$ cat src/rtl/fkl_pkg.sv
package fkl_pkg;

  // Register addresses on the special function register bus
  localparam logic [7:0] SFR_ADDR_TIMING = 8'hb6;
  localparam logic [7:0] SFR_ADDR_KEY    = 8'hb7;

  // Reset values
  localparam logic [7:0] TIMING_RESET = 8'h00;
  localparam logic [7:0] RDATA_RESET  = 8'h00;

  // Key codes
  localparam logic [7:0] KEY_FIRST  = 8'ha5;
  localparam logic [7:0] KEY_SECOND = 8'hf1;

  // Field positions in the timing register
  localparam int READ_STROBE_BIT = 4;
  localparam int EXTEND_BIT      = 1;

  // Lock state codes as read back from the key register
  localparam logic [1:0] CODE_LOCKED   = 2'h0;
  localparam logic [1:0] CODE_KEY1     = 2'h1;
  localparam logic [1:0] CODE_UNLOCKED = 2'h2;
  localparam logic [1:0] CODE_DISABLED = 2'h3;

  // Read strobe lengths in core clocks
  localparam int STROBE_SHORT = 1;
  localparam int STROBE_LONG  = 2;

  // Flash address and data widths
  localparam int ADDR_W = 16;
  localparam int DATA_W = 8;

  // Lock state machine, one-hot
  typedef enum logic [3:0] {
    LK_LOCKED   = 4'b0001,
    LK_KEY1     = 4'b0010,
    LK_UNLOCKED = 4'b0100,
    LK_DISABLED = 4'b1000
  } fkl_lock_t;

  // Read strobe generator state
  typedef enum logic [1:0] {
    RS_IDLE   = 2'b01,
    RS_STROBE = 2'b10
  } fkl_rs_t;

endpackage

$ cat src/rtl/fkl_flash_key_lock.sv
// Functional notes
// - Writes allowed only after first then second key.
// - Permission revoked after one write or erase.
// - Out-of-sequence key write locks until reset.
// - Write or erase while locked locks until reset.
// - Key read returns two-bit lock state.
// - Key register at 0xB7, every page.
// - Timing register at 0xB6, every page.
// - Read strobe one or two clocks by bit.
// - Timing bit selects short or extended timing.
// - Write enable steers external write to flash.
// - Write plus erase enable erases whole page.
`timescale 1ns/1ps
`default_nettype none

module fkl_flash_key_lock (
  // Clock and reset
  input  wire logic                      mclk,
  input  wire logic                      rst,
  // Special function register bus
  input  wire logic [7:0]                sfr_addr,
  input  wire logic [7:0]                sfr_wdata,
  input  wire logic                      sfr_wr,
  input  wire logic                      sfr_rd,
  output logic [7:0]                     sfr_rdata,
  output logic                           sfr_hit,
  // Program store control bits from the core
  input  wire logic                      program_store_write_enable,
  input  wire logic                      page_erase_enable,
  // External move write from the core
  input  wire logic                      ext_wr,
  input  wire logic [fkl_pkg::ADDR_W-1:0] ext_addr,
  input  wire logic [fkl_pkg::DATA_W-1:0] ext_data,
  output logic                           flash_busy,
  // External data memory write
  output logic                           xram_wr,
  output logic [fkl_pkg::ADDR_W-1:0]     xram_addr,
  output logic [fkl_pkg::DATA_W-1:0]     xram_data,
  // Flash program and erase
  output logic                           flash_wr_start,
  output logic                           flash_erase_start,
  output logic [fkl_pkg::ADDR_W-1:0]     flash_addr,
  output logic [fkl_pkg::DATA_W-1:0]     flash_wdata,
  output logic                           erase_write_time_extend,
  input  wire logic                      flash_op_done,
  // Flash read
  input  wire logic                      rd_req,
  input  wire logic [fkl_pkg::ADDR_W-1:0] rd_addr,
  output logic                           rd_ready,
  output logic                           flash_rd_strobe,
  output logic [fkl_pkg::ADDR_W-1:0]     flash_rd_addr,
  // Lock state for observation
  output logic [1:0]                     lock_code
);

  // Whole state of the block
  // One register bank; the next value is built in one place
  typedef struct packed {
    // Lock and timing
    fkl_pkg::fkl_lock_t           lock;     // Lock state
    logic [7:0]                   timing;   // Timing scale register

    // Flash operation and data memory write
    logic                         busy;     // Flash operation running
    logic                         wr_go;    // Program start pulse
    logic                         er_go;    // Erase start pulse
    logic                         xwr;      // Data memory write pulse
    logic [fkl_pkg::ADDR_W-1:0]   addr;     // Operation address
    logic [fkl_pkg::DATA_W-1:0]   data;     // Operation data

    // Register read answer
    logic [7:0]                   rdata;    // Register read data
    logic                         hit;      // Read hit a register
  } fkl_state_t;

  // Registered state and its next value
  fkl_state_t cur;
  fkl_state_t next_cur;

  // Lock state to its readable two-bit code
  // Shared by the read path and the lock_code port
  function automatic logic [1:0] lock_to_code(input fkl_pkg::fkl_lock_t s);
    case (s)
      fkl_pkg::LK_LOCKED:   lock_to_code = fkl_pkg::CODE_LOCKED;
      fkl_pkg::LK_KEY1:     lock_to_code = fkl_pkg::CODE_KEY1;
      fkl_pkg::LK_UNLOCKED: lock_to_code = fkl_pkg::CODE_UNLOCKED;
      // Unknown codes read as disabled, the safe side
      default:              lock_to_code = fkl_pkg::CODE_DISABLED;
    endcase
  endfunction

  // Register address match; page select does not matter
  // Both registers sit on every page, so no page term
  function automatic logic sfr_match(input logic [7:0] a,
                                     input logic [7:0] reg_addr);
    sfr_match = (a == reg_addr);
  endfunction

  // Key write effect on the lock state
  // Pure function of the old state and the byte
  // Completion and refused writes are handled by the caller
  function automatic fkl_pkg::fkl_lock_t key_step(
      input fkl_pkg::fkl_lock_t s, input logic [7:0] key);
    case (s)
      fkl_pkg::LK_LOCKED: begin
        // First key opens the sequence, anything else locks
        if (key == fkl_pkg::KEY_FIRST) begin
          key_step = fkl_pkg::LK_KEY1;
        end else begin
          // Second key too early lands here as well
          key_step = fkl_pkg::LK_DISABLED;
        end
      end
      fkl_pkg::LK_KEY1: begin
        // Second key must follow at once
        if (key == fkl_pkg::KEY_SECOND) begin
          key_step = fkl_pkg::LK_UNLOCKED;
        end else begin
          // Anything but the second key is misuse
          key_step = fkl_pkg::LK_DISABLED;
        end
      end
      default: begin
        // Any key write when unlocked or disabled is misuse
        key_step = fkl_pkg::LK_DISABLED;
      end
    endcase
  endfunction

  // Read strobe one-shot
  // Length bit taken straight from the timing register
  // A change applies from the next request on
  // Requests during a strobe are dropped inside
  fkl_read_strobe u_read_strobe (
    .mclk               (mclk),
    .rst                (rst),
    .rd_req             (rd_req),
    .rd_addr            (rd_addr),
    .read_strobe_length (cur.timing[fkl_pkg::READ_STROBE_BIT]),
    .rd_ready           (rd_ready),
    .flash_rd_strobe    (flash_rd_strobe),
    .flash_rd_addr      (flash_rd_addr)
  );

  // Next state
  // Blocks run in a fixed order; later ones win on the lock
  // Order: completion, register write, external write, read, hold
  // Pulses are cleared first so each lasts one clock
  always_comb begin
    // Hold by default
    next_cur       = cur;
    // Start and write pulses drop unless set below
    next_cur.wr_go = 1'b0;
    next_cur.er_go = 1'b0;
    next_cur.xwr   = 1'b0;

    // Completion of the single allowed operation relocks
    // Done only counts while an operation runs
    // A stray pulse from the array therefore does nothing
    if (cur.busy && flash_op_done) begin
      // Array free again
      next_cur.busy = 1'b0;
      if (cur.lock == fkl_pkg::LK_UNLOCKED) begin
        // One operation per unlock
        next_cur.lock = fkl_pkg::LK_LOCKED;
      end
      // Disabled during the operation stays disabled
    end

    // Register writes
    // Key step uses the state before this clock
    // So a key write in the completion cycle still counts
    // as a write while unlocked, and disables the array
    if (sfr_wr) begin
      if (sfr_match(sfr_addr, fkl_pkg::SFR_ADDR_KEY)) begin
        // Key register, reached from any page
        next_cur.lock = key_step(cur.lock, sfr_wdata);
      end else if (sfr_match(sfr_addr, fkl_pkg::SFR_ADDR_TIMING)) begin
        // Timing register, reached from any page
        // All eight bits kept, reserved ones too
        next_cur.timing = sfr_wdata;
      end
      // Other addresses belong to other blocks
    end

    // External move write
    // Write enable low: ordinary data memory write, never refused
    // Write enable high: the flash is the target
    // A flash request while busy is dropped without effect
    if (ext_wr) begin
      if (!program_store_write_enable) begin
        // Plain data memory write
        // Address and data register shared with the flash side
        next_cur.xwr  = 1'b1;
        next_cur.addr = ext_addr;
        next_cur.data = ext_data;
      end else if (!cur.busy) begin
        if (cur.lock == fkl_pkg::LK_UNLOCKED) begin
          // Steered to flash: page erase or byte write
          next_cur.busy  = 1'b1;
          next_cur.addr  = ext_addr;
          // Data byte is ignored by an erase
          next_cur.data  = ext_data;
          // Erase enable turns the write into a page erase
          next_cur.er_go = page_erase_enable;
          next_cur.wr_go = !page_erase_enable;
        end else begin
          // Attempt without permission locks until reset
          // No start pulse reaches the array
          next_cur.lock = fkl_pkg::LK_DISABLED;
        end
      end
    end

    // Register reads, answered next cycle
    // Data is zero unless a mapped register was read
    // Lets the core merge read buses of many blocks
    next_cur.hit   = 1'b0;
    next_cur.rdata = fkl_pkg::RDATA_RESET;
    if (sfr_rd) begin
      if (sfr_match(sfr_addr, fkl_pkg::SFR_ADDR_KEY)) begin
        // Lock state in the two low bits, the rest zero
        // Shows the state before a same-cycle write
        next_cur.hit   = 1'b1;
        next_cur.rdata = {6'h00, lock_to_code(cur.lock)};
      end else if (sfr_match(sfr_addr, fkl_pkg::SFR_ADDR_TIMING)) begin
        // Timing register as written
        // Reserved bits read back too
        next_cur.hit   = 1'b1;
        next_cur.rdata = cur.timing;
      end
    end

    // Disabled is never left without reset
    // Last in the block so nothing above can undo it
    if (cur.lock == fkl_pkg::LK_DISABLED) begin
      next_cur.lock = fkl_pkg::LK_DISABLED;
    end
  end

  // State register
  // Synchronous reset puts every field to its idle value
  // Lock state always comes back as locked
  always_ff @(posedge mclk) begin
    if (rst) begin
      // Locked, whatever the state before
      cur.lock   <= fkl_pkg::LK_LOCKED;
      // Timing back to its reset value
      cur.timing <= fkl_pkg::TIMING_RESET;
      // No operation in flight, no pulses
      cur.busy   <= 1'b0;
      cur.wr_go  <= 1'b0;
      cur.er_go  <= 1'b0;
      cur.xwr    <= 1'b0;
      // Address and data cleared
      cur.addr   <= '0;
      cur.data   <= '0;
      // Read answer cleared
      cur.rdata  <= fkl_pkg::RDATA_RESET;
      cur.hit    <= 1'b0;
    end else begin
      // Take the next value
      cur <= next_cur;
    end
  end

  // Outputs
  // Register fields, or plain decodes of them
  // Register read side
  assign sfr_rdata         = cur.rdata;
  assign sfr_hit           = cur.hit;

  // Write handshake with the core
  assign flash_busy        = cur.busy;

  // Data memory write; shares the address and data register
  assign xram_wr           = cur.xwr;
  assign xram_addr         = cur.addr;
  assign xram_data         = cur.data;

  // Flash program and erase requests
  assign flash_wr_start    = cur.wr_go;
  assign flash_erase_start = cur.er_go;
  assign flash_addr        = cur.addr;
  assign flash_wdata       = cur.data;

  // Lock state for observation, same code as a key read
  assign lock_code         = lock_to_code(cur.lock);

  // Extended or short program and erase timing
  // Only passed on; the array owns the actual timing
  // Software sets it before any write or erase
  assign erase_write_time_extend =
    cur.timing[fkl_pkg::EXTEND_BIT];

endmodule

`default_nettype wire

$ cat src/rtl/fkl_read_strobe.sv
`timescale 1ns/1ps
`default_nettype none

// Flash read strobe one-shot: one or two core clocks long
module fkl_read_strobe (
  // Clock and reset
  input  wire logic                      mclk,
  input  wire logic                      rst,
  // Read request from the core
  input  wire logic                      rd_req,
  input  wire logic [fkl_pkg::ADDR_W-1:0] rd_addr,
  input  wire logic                      read_strobe_length,
  output logic                           rd_ready,
  // Towards the flash array
  output logic                           flash_rd_strobe,
  output logic [fkl_pkg::ADDR_W-1:0]     flash_rd_addr
);

  typedef struct packed {
    fkl_pkg::fkl_rs_t            st;    // Strobe state
    logic                        left;  // Extra cycle still owed
    logic                        strobe; // Registered strobe
    logic [fkl_pkg::ADDR_W-1:0]  addr;  // Latched read address
  } fkl_rs_state_t;

  fkl_rs_state_t cur;
  fkl_rs_state_t next_cur;

  // Extra cycles beyond the first for a given length
  function automatic logic extra_cycle(input logic long_sel);
    extra_cycle = long_sel
      ? ((fkl_pkg::STROBE_LONG - fkl_pkg::STROBE_SHORT) > 0)
      : 1'b0;
  endfunction

  // Next state
  always_comb begin
    next_cur = cur;
    case (cur.st)
      fkl_pkg::RS_IDLE: begin
        // Start a strobe; length follows the timing bit
        if (rd_req) begin
          next_cur.st     = fkl_pkg::RS_STROBE;
          next_cur.strobe = 1'b1;
          next_cur.left   = extra_cycle(read_strobe_length);
          next_cur.addr   = rd_addr;
        end
      end
      fkl_pkg::RS_STROBE: begin
        // Hold for the owed cycle, then release
        if (cur.left) begin
          next_cur.left = 1'b0;
        end else begin
          next_cur.st     = fkl_pkg::RS_IDLE;
          next_cur.strobe = 1'b0;
        end
      end
      default: begin
        next_cur.st     = fkl_pkg::RS_IDLE;
        next_cur.strobe = 1'b0;
        next_cur.left   = 1'b0;
      end
    endcase
  end

  // State register
  always_ff @(posedge mclk) begin
    if (rst) begin
      cur.st     <= fkl_pkg::RS_IDLE;
      cur.left   <= 1'b0;
      cur.strobe <= 1'b0;
      cur.addr   <= '0;
    end else begin
      cur <= next_cur;
    end
  end

  // Outputs
  assign flash_rd_strobe = cur.strobe;
  assign flash_rd_addr   = cur.addr;
  assign rd_ready        = cur.strobe && !cur.left;

endmodule

`default_nettype wire

$ cat config.mk
export PLATFORM = sky130hd
export DESIGN_NAME = fkl_flash_key_lock
export DESIGN_NICKNAME = d
export VERILOG_FILES = /design/src/rtl/fkl_pkg.sv /design/src/rtl/fkl_flash_key_lock.sv /design/src/rtl/fkl_read_strobe.sv
export SDC_FILE = /design/constraint.sdc
export NUM_CORES = 1
export LEC_CHECK = 0
export BUFFER_PORTS_ARGS = -buffer_cell sky130_fd_sc_hd__buf_4
export CORE_MARGIN = 2
export CORE_UTILIZATION = 42
export CTS_CLUSTER_DIAMETER = 60
export DETAILED_ROUTE_END_ITERATION = 6
export MAX_ROUTING_LAYER = met4
export PLACE_DENSITY_LB_ADDON = 0.1
export SLEW_MARGIN = 20
export SYNTH_ARGS = -nofsm -noshare
export SYNTH_HDL_FRONTEND = slang
export SYNTH_SLANG_ARGS = --single-unit
$ cat constraint.sdc
create_clock -name mclk -period 1.45 [get_ports mclk]
set_input_delay 0.145 -clock mclk [delete_from_list [all_inputs] [get_ports mclk]]
set_output_delay 0.145 -clock mclk [all_outputs]
set_load 0.005 [all_outputs]
==> metrics.csv, run 1 <==
metric,value,unit
status,"finished, violations left",
violations,setup timing,
netlist_instances,365,
pwr-share-comb,15.7,%
grt_use_total,17.8,%
clock_latency,330,ps
numCtsBuffers,9,
ys_types,38,
synth_edf_count,0,
synth-async-reset-ratio,0,%
cap_violations,0,
crit_type,reg -> out,
cts_max_path_buffers,2,
synth_area_per_cell,8.86,um^2
finalSetupViolations,32,
cts_max_level,3,
initial_core_util,43.9,%
io_buffers,146,
clk_pin_slew,70,ps
grt_pass1_vias,2454,
r2r_cells,6,
diodes,0,
rr_startpoint,cur[48],
ys_seq_elements,68,
synth_nets,430,
final_util,58.4,%
clock.fmax,0.590,GHz
drt_iter0_markers,56,
ant_nets,0,
fin_crit,1700,ps
crit_family,simple AND/OR/NAND/NOR gates,
drive_gt1_share,43.5,%
finalCritPeriodShare,117,%
die_h,91.7,um
synth_seq_area_share,42.1,%
synthToLayoutAreaGrowth,33.0,%
worstSetupStartpoint,cur[48],
ir_drop,0.000440,V
hold_end,xram_wr,
p_int,3.01,mW
total_leakage_power,1.91,nW
power_switching,0.951,mW
vias,2716,
r2r_setup_slack,-210,ps
synthFlopType,dfxtp_1,
ios,147,
route.detailed.drc,0,
postLayoutCellArea,4300,um^2
setup_ws,-246,ps
tns,-5840,ps
pwr-share-clk,34.3,%
fp-row-count,31,
clkSinkCount,68,
hold_violations,0,
hold_depth,2,
hold_ws,31.8,ps
final_cells,559,
hold_path.class,in -> reg,
place_area,3960,um^2
grt_max_degree,82,
power.share.sequential,50.1,%
crit_chain,or4b_4 -> buf_6 -> nor2b_4 -> buf_6,
path_common_cell,buf_6,
worstMarginPinSlew,409,ps
cts_root_buf,clkbuf_8,
coreArea,7370,um^2
overflow,0,
critPathMaxFanout,2,
syn-cell-area,3230,um^2
skew,8.77,ps
dp_hpwl,4960,um
vias_per_cell,4.86,
pwr_density_cell,922,nW/um^2
path_buf_inv,2,
cpPeakStageDelay,540,ps
die_w,91.7,um
endpoint_kind,primary output,
crit_slowest_cell,or4b_4,
cts_tree,done,
die_area,8420,um^2
rsz0062_at_grt,yes,
gp_congestion,0.745,
dp.cells,534,
start_kind,flop,
dr.pass1.iters,4,
synth_warnings,0,
antenna_found_initial,0,
slew_headroom,72.4,%
wl,7450,um
grt_pass1_wl,11900,um
r2r-end,flash_addr[13],
switching_share,24.0,%
hp-start,program_store_write_enable,
nets,521,
drv_slew,0,
crit_required,1310,ps
detail_route.wl_per_cell,13.3,um
cp.arrival,1550,ps
[flip-flops by register name, summed over array words and instances, names as in the netlist]
register and cells:
cur 11, erase_write_time_extend 1, flash_addr 16, flash_busy 1, flash_erase_start 1, flash_wdata 8
flash_wr_start 1, sfr_hit 1, sfr_rdata 8, u_read_strobe.cur 3, u_read_strobe.flash_rd_addr 16, xram_wr 1
[final cells by class]
cell class | count | area [um^2]
flip-flops and latches | 68 | 1360
clock inverters | 2 | 10.0
well taps | 99 | 124
repair buffers | 170 | 1320
clock buffers | 13 | 159
fillers | 706 | 3070
inverters | 4 | 15.0
multi-input cells | 203 | 1310
[logic make-up (layout without fill, tap and decap cells)]
logic type | count (synthesis) | in the layout | share of synthesized area (%)
flip-flops | 68 | 68 | 42.1
buffers and inverters | 97 | 189 | 20.2
multiplexers | 11 | 11 | 3.44
AO/OA/AOI/OAI | 52 | 52 | 8.86
AND/OR/NAND/NOR | 137 | 140 | 25.4
[metrics by stage]
stage,power (mW),worst slack [ps]
6_report,3.96,-246
5_1_grt,4.17,-308
3_5_place_dp,2.60,-138
4_1_cts,4.02,-259
3_3_place_gp,2.59,-152
2_1_floorplan,2.35,-115
[cell usage after synthesis, types with 2 or more instances]
cell	count	area, um^2
nor4b_1	3	26.3
mux2i_1	10	100
nor3b_1	3	22.5
a21oi_1	19	95.1
o21ai_1	2	10.0
nor2b_1	2	12.5
nor3_1	3	15.0
nand4b_1	26	228
nand2_1	37	139
buf_6	2	22.5
dfxtp_1	68	1360
or3_1	2	12.5
buf_4	72	541
clkbuf_1	16	60.1
nor2_1	17	63.8
and2_1	6	37.5
inv_1	4	15.0
o21ai_0	24	120
buf_2	3	15.0
nand3b_1	3	22.5
nand2b_1	25	156
nand4_1	2	12.5
[layer usage]
layer	wire (um)	track usage (%)
met5	0	-
met4	133	6.97
met3	519	4.27
met2	3380	27.4
met1	3410	22.7
[placed cells by master (no fill, tap or decap), types with 2 or more instances in the layout]
cell type,n
and2_4,4
clkinv_2,2
dfxtp_2,2
nor4b_4,2
mux2i_1,10
buf_4,162
nand4b_1,26
and2_1,6
nor3_1,2
nand2_1,37
buf_12,2
clkbuf_8,11
buf_6,5
nor2_1,16
nor3b_1,3
dfxtp_1,66
a21oi_1,19
o21ai_1,24
nand3b_1,3
nand4_1,2
clkbuf_1,2
inv_1,4
nand2b_1,25
[timing repair]
action,CTS,global route
pin swaps,3,8
hold buffers,1,0
setup endpoints to repair,32,32
gates resized for setup,20,25
setup buffers,2,4
cloned,3,0
hold endpoints to repair,1,0
[worst max-delay path by stage]
stage	to	cells after the start	slack, ps
2_1_floorplan	flash_addr[0]	5	-120
3_3_place_gp	cur[46]	6	-150
3_5_place_dp	flash_addr[3]	4	-140
4_1_cts	lock_code[0]	4	-260
5_1_grt	cur[46]	7	-310
6_report	lock_code[0]	4	-250
[power by group through the flow]
| stage | Combinational (mW) | Sequential (mW) | Clock [mW] |
|---|---|---|---|
| after floorplan | 0.336 | 2.02 | 0 |
| after global placement | 0.567 | 2.02 | 0 |
| after detailed placement | 0.572 | 2.03 | 0 |
| after CTS | 0.615 | 1.98 | 1.42 |
| after global routing | 0.680 | 1.99 | 1.49 |
| final | 0.622 | 1.98 | 1.36 |
(Power assumes the default switching activity.)
==> run 2: changes to the inputs <==
--- a/config.mk
+++ b/config.mk
@@ -12,6 +12,7 @@
 export DETAILED_ROUTE_END_ITERATION = 6
 export MAX_ROUTING_LAYER = met4
 export PLACE_DENSITY_LB_ADDON = 0.1
+export SETUP_SLACK_MARGIN = 0.1
 export SLEW_MARGIN = 20
 export SYNTH_ARGS = -nofsm -noshare
 export SYNTH_HDL_FRONTEND = slang
==> run 2 against run 1 <==
- the flow still finishes with violations (setup timing)
- critical path depth rose by 2
- sequential cell count unchanged
- non-clock buffer count is 1 lower
- largest cell class unchanged
- maximum frequency fell by 2.7%
- largest power group unchanged
- setup slack worse by 47 ps
==> metrics.csv, run 2 (synthesized netlist as in run 1, its figures left out) <==
metric,value,unit,change
status,"finished, violations left",,unchanged
violations,setup timing,,unchanged
hold_end,xram_wr,,unchanged
skew,5.67,ps,was 8.77 ps
dp_hpwl,4930,um,was 4960 um
switching_share,23.3,%,was 24.0%
rsz0062_at_grt,yes,,unchanged
io_buffers,146,,unchanged
pwr_density_cell,1020,nW/um^2,was 922 nW/um^2
nets,520,,was 521
tns,-6750,ps,was -5840 ps
cts_root_buf,clkbuf_8,,unchanged
clkSinkCount,68,,unchanged
fp-row-count,31,,unchanged
clock.fmax,0.574,GHz,was 0.590 GHz
ios,147,,unchanged
fin_crit,1740,ps,was 1700 ps
power_switching,1.05,mW,was 0.951 mW
grt_max_degree,82,,unchanged
cap_violations,0,,unchanged
total_leakage_power,1.96,nW,was 1.91 nW
power.share.sequential,43.9,%,was 50.1%
grtUsageMet3,3.29,%,was 4.27%
pwr-share-comb,13.8,%,was 15.7%
cts_tree,done,,unchanged
finalCritPeriodShare,120,%,was 117%
grt_pass1_vias,2606,,was 2454
power,4.52,mW,was 3.96 mW
crit_required,1710,ps,was 1310 ps
pwr-share-clk,42.3,%,was 34.3%
start_kind,flop,,unchanged
cts_max_path_buffers,2,,unchanged
overflow,0,,unchanged
slew_headroom,69.3,%,was 72.4%
final_cell_mix,"buf_4 (159), dfxtp_1 (66), nand2_1 (37)",,"was buf_4 (162), dfxtp_1 (66), nand2_1 (37)"
initial_core_util,43.9,%,unchanged
r2r-end,flash_addr[2],,was flash_addr[13]
vias_per_cell,4.76,,was 4.86
grt_util_met1,21.0,%,was 22.7%
hold_path.class,in -> reg,,unchanged
drt_iter0_markers,75,,was 56
gp_congestion,0.749,,was 0.745
vias,2663,,was 2716
endpoint_kind,flop,,was primary output
rr_startpoint,cur[48],,unchanged
critPathMaxFanout,12,,was 2
worstMarginPinSlew,455,ps,was 409 ps
cts_max_level,3,,unchanged
detail_route.wl_per_cell,13.4,um,was 13.3 um
p_int,3.46,mW,was 3.01 mW
clock_latency,330,ps,about the same
hp-start,program_store_write_enable,,unchanged
hold_depth,2,,unchanged
finalSetupViolations,32,,unchanged
cp.arrival,2000,ps,was 1550 ps
route.detailed.drc,0,,unchanged
ir_drop,0.000610,V,was 0.000440 V
crit_type,reg -> reg,,was reg -> out
r2r_cells,6,,unchanged
dr.pass1.iters,4,,unchanged
die_w,91.7,um,unchanged
ant_nets,0,,unchanged
coreArea,7370,um^2,unchanged
grt_use_total,17.9,%,was 17.8%
grt_pass1_wl,12000,um,was 11900 um
r2r_setup_slack,-290,ps,was -210 ps
wl,7490,um,was 7450 um
die_area,8420,um^2,unchanged
busiest_layer,met2,,unchanged
die_h,91.7,um,unchanged
clk_pin_slew,70,ps,about the same
setup_ws,-293,ps,was -246 ps
synthToLayoutAreaGrowth,36.4,%,was 33.0%
layout_commonest_cell,buf_4,,unchanged
drv_slew,0,,unchanged
drive_gt1_share,45.0,%,was 43.5%
gr-usage-met2,30.8,%,was 27.4%
numCtsBuffers,9,,unchanged
hold_violations,0,,unchanged
diodes,0,,unchanged
antenna_found_initial,0,,unchanged
-- run 2: cell count changes in the layout (fill, tap and decap cells not counted), moves of 3 or more --
cell       previous run  this run
buf_4               162       159
o21ai_1              24        20
bufinv_16             0         3
o21ai_2               1         6
-- run 2: what timing repair did --
| item | CTS | global route |
|---|---|---|
| pin swaps | 6 | 13 |
| buffers inserted | 2 | 2 |
| hold buffers | 1 | 0 |
| resized for setup | 22 | 29 |
| hold endpoints to repair | 1 | 0 |
| setup endpoints to repair | 35 | 35 |
| gates cloned | 3 | 1 |
-- run 2: final cells by class --
type                       count  area (um^2)
tap                           99          124
sequential                    68         1360
fill                         686         2960
clock buffer                   9          124
multi-input combinational    203         1320
clock inverter                 7          124
inverter                       4         15.0
timing repair buffer         169         1340
-- run 2: worst max path at each step --
stage               startpoint              to  slack (ps)  cells after the start
global placement       cur[46]         cur[46]        -120                      6
floorplan              cur[46]   flash_addr[0]        -120                      5
finish                 cur[48]   flash_addr[2]        -290                      6
detailed placement     cur[46]  flash_wdata[6]        -150                      5
global route           cur[48]   flash_addr[2]        -340                      6
CTS                    cur[48]    lock_code[0]        -270                      4
-- run 2: power groups by stage --
stage / clock network, mW / registers [mW] / logic (mW)
floorplan: 0 / 2.02 / 0.338
global placement: 0 / 2.02 / 0.568
detailed placement: 0 / 2.03 / 0.575
CTS: 1.96 / 1.98 / 0.612
global route: 2.04 / 1.99 / 0.682
finish: 1.91 / 1.98 / 0.623
-- run 2: routing by layer --
layer	part of all wire, %	vias up	routed length (um)
li1	-	1342	-
met5	0	-	0
met4	1.2	0	88
met2	49	95	3680
met3	6.9	8	518
met1	43	1218	3210
-- run 2: worst max-delay path, cell delays in order (launching register included) --
cell       delay, ps
dfxtp_2          330
or4b_4           540
buf_6            140
o21ai_4          230
clkbuf_16        220
nand4b_1          90
o21ai_1          110
-- run 2: metrics by stage --
step | util (%) | hold slack, ps | setup slack (ps) | cells | instance area (um^2)
2_1_floorplan | - | 217 | -115 | 365 | 3240
4_1_cts | 58.6 | 4.94 | -269 | 556 | 4320
6_report | 59.8 | 20.3 | -293 | 559 | 4410
5_1_grt | 59.8 | 23.7 | -341 | 559 | 4410
3_3_place_gp | 53.7 | 312 | -117 | 534 | 3960
3_5_place_dp | 53.7 | 315 | -149 | 534 | 3960
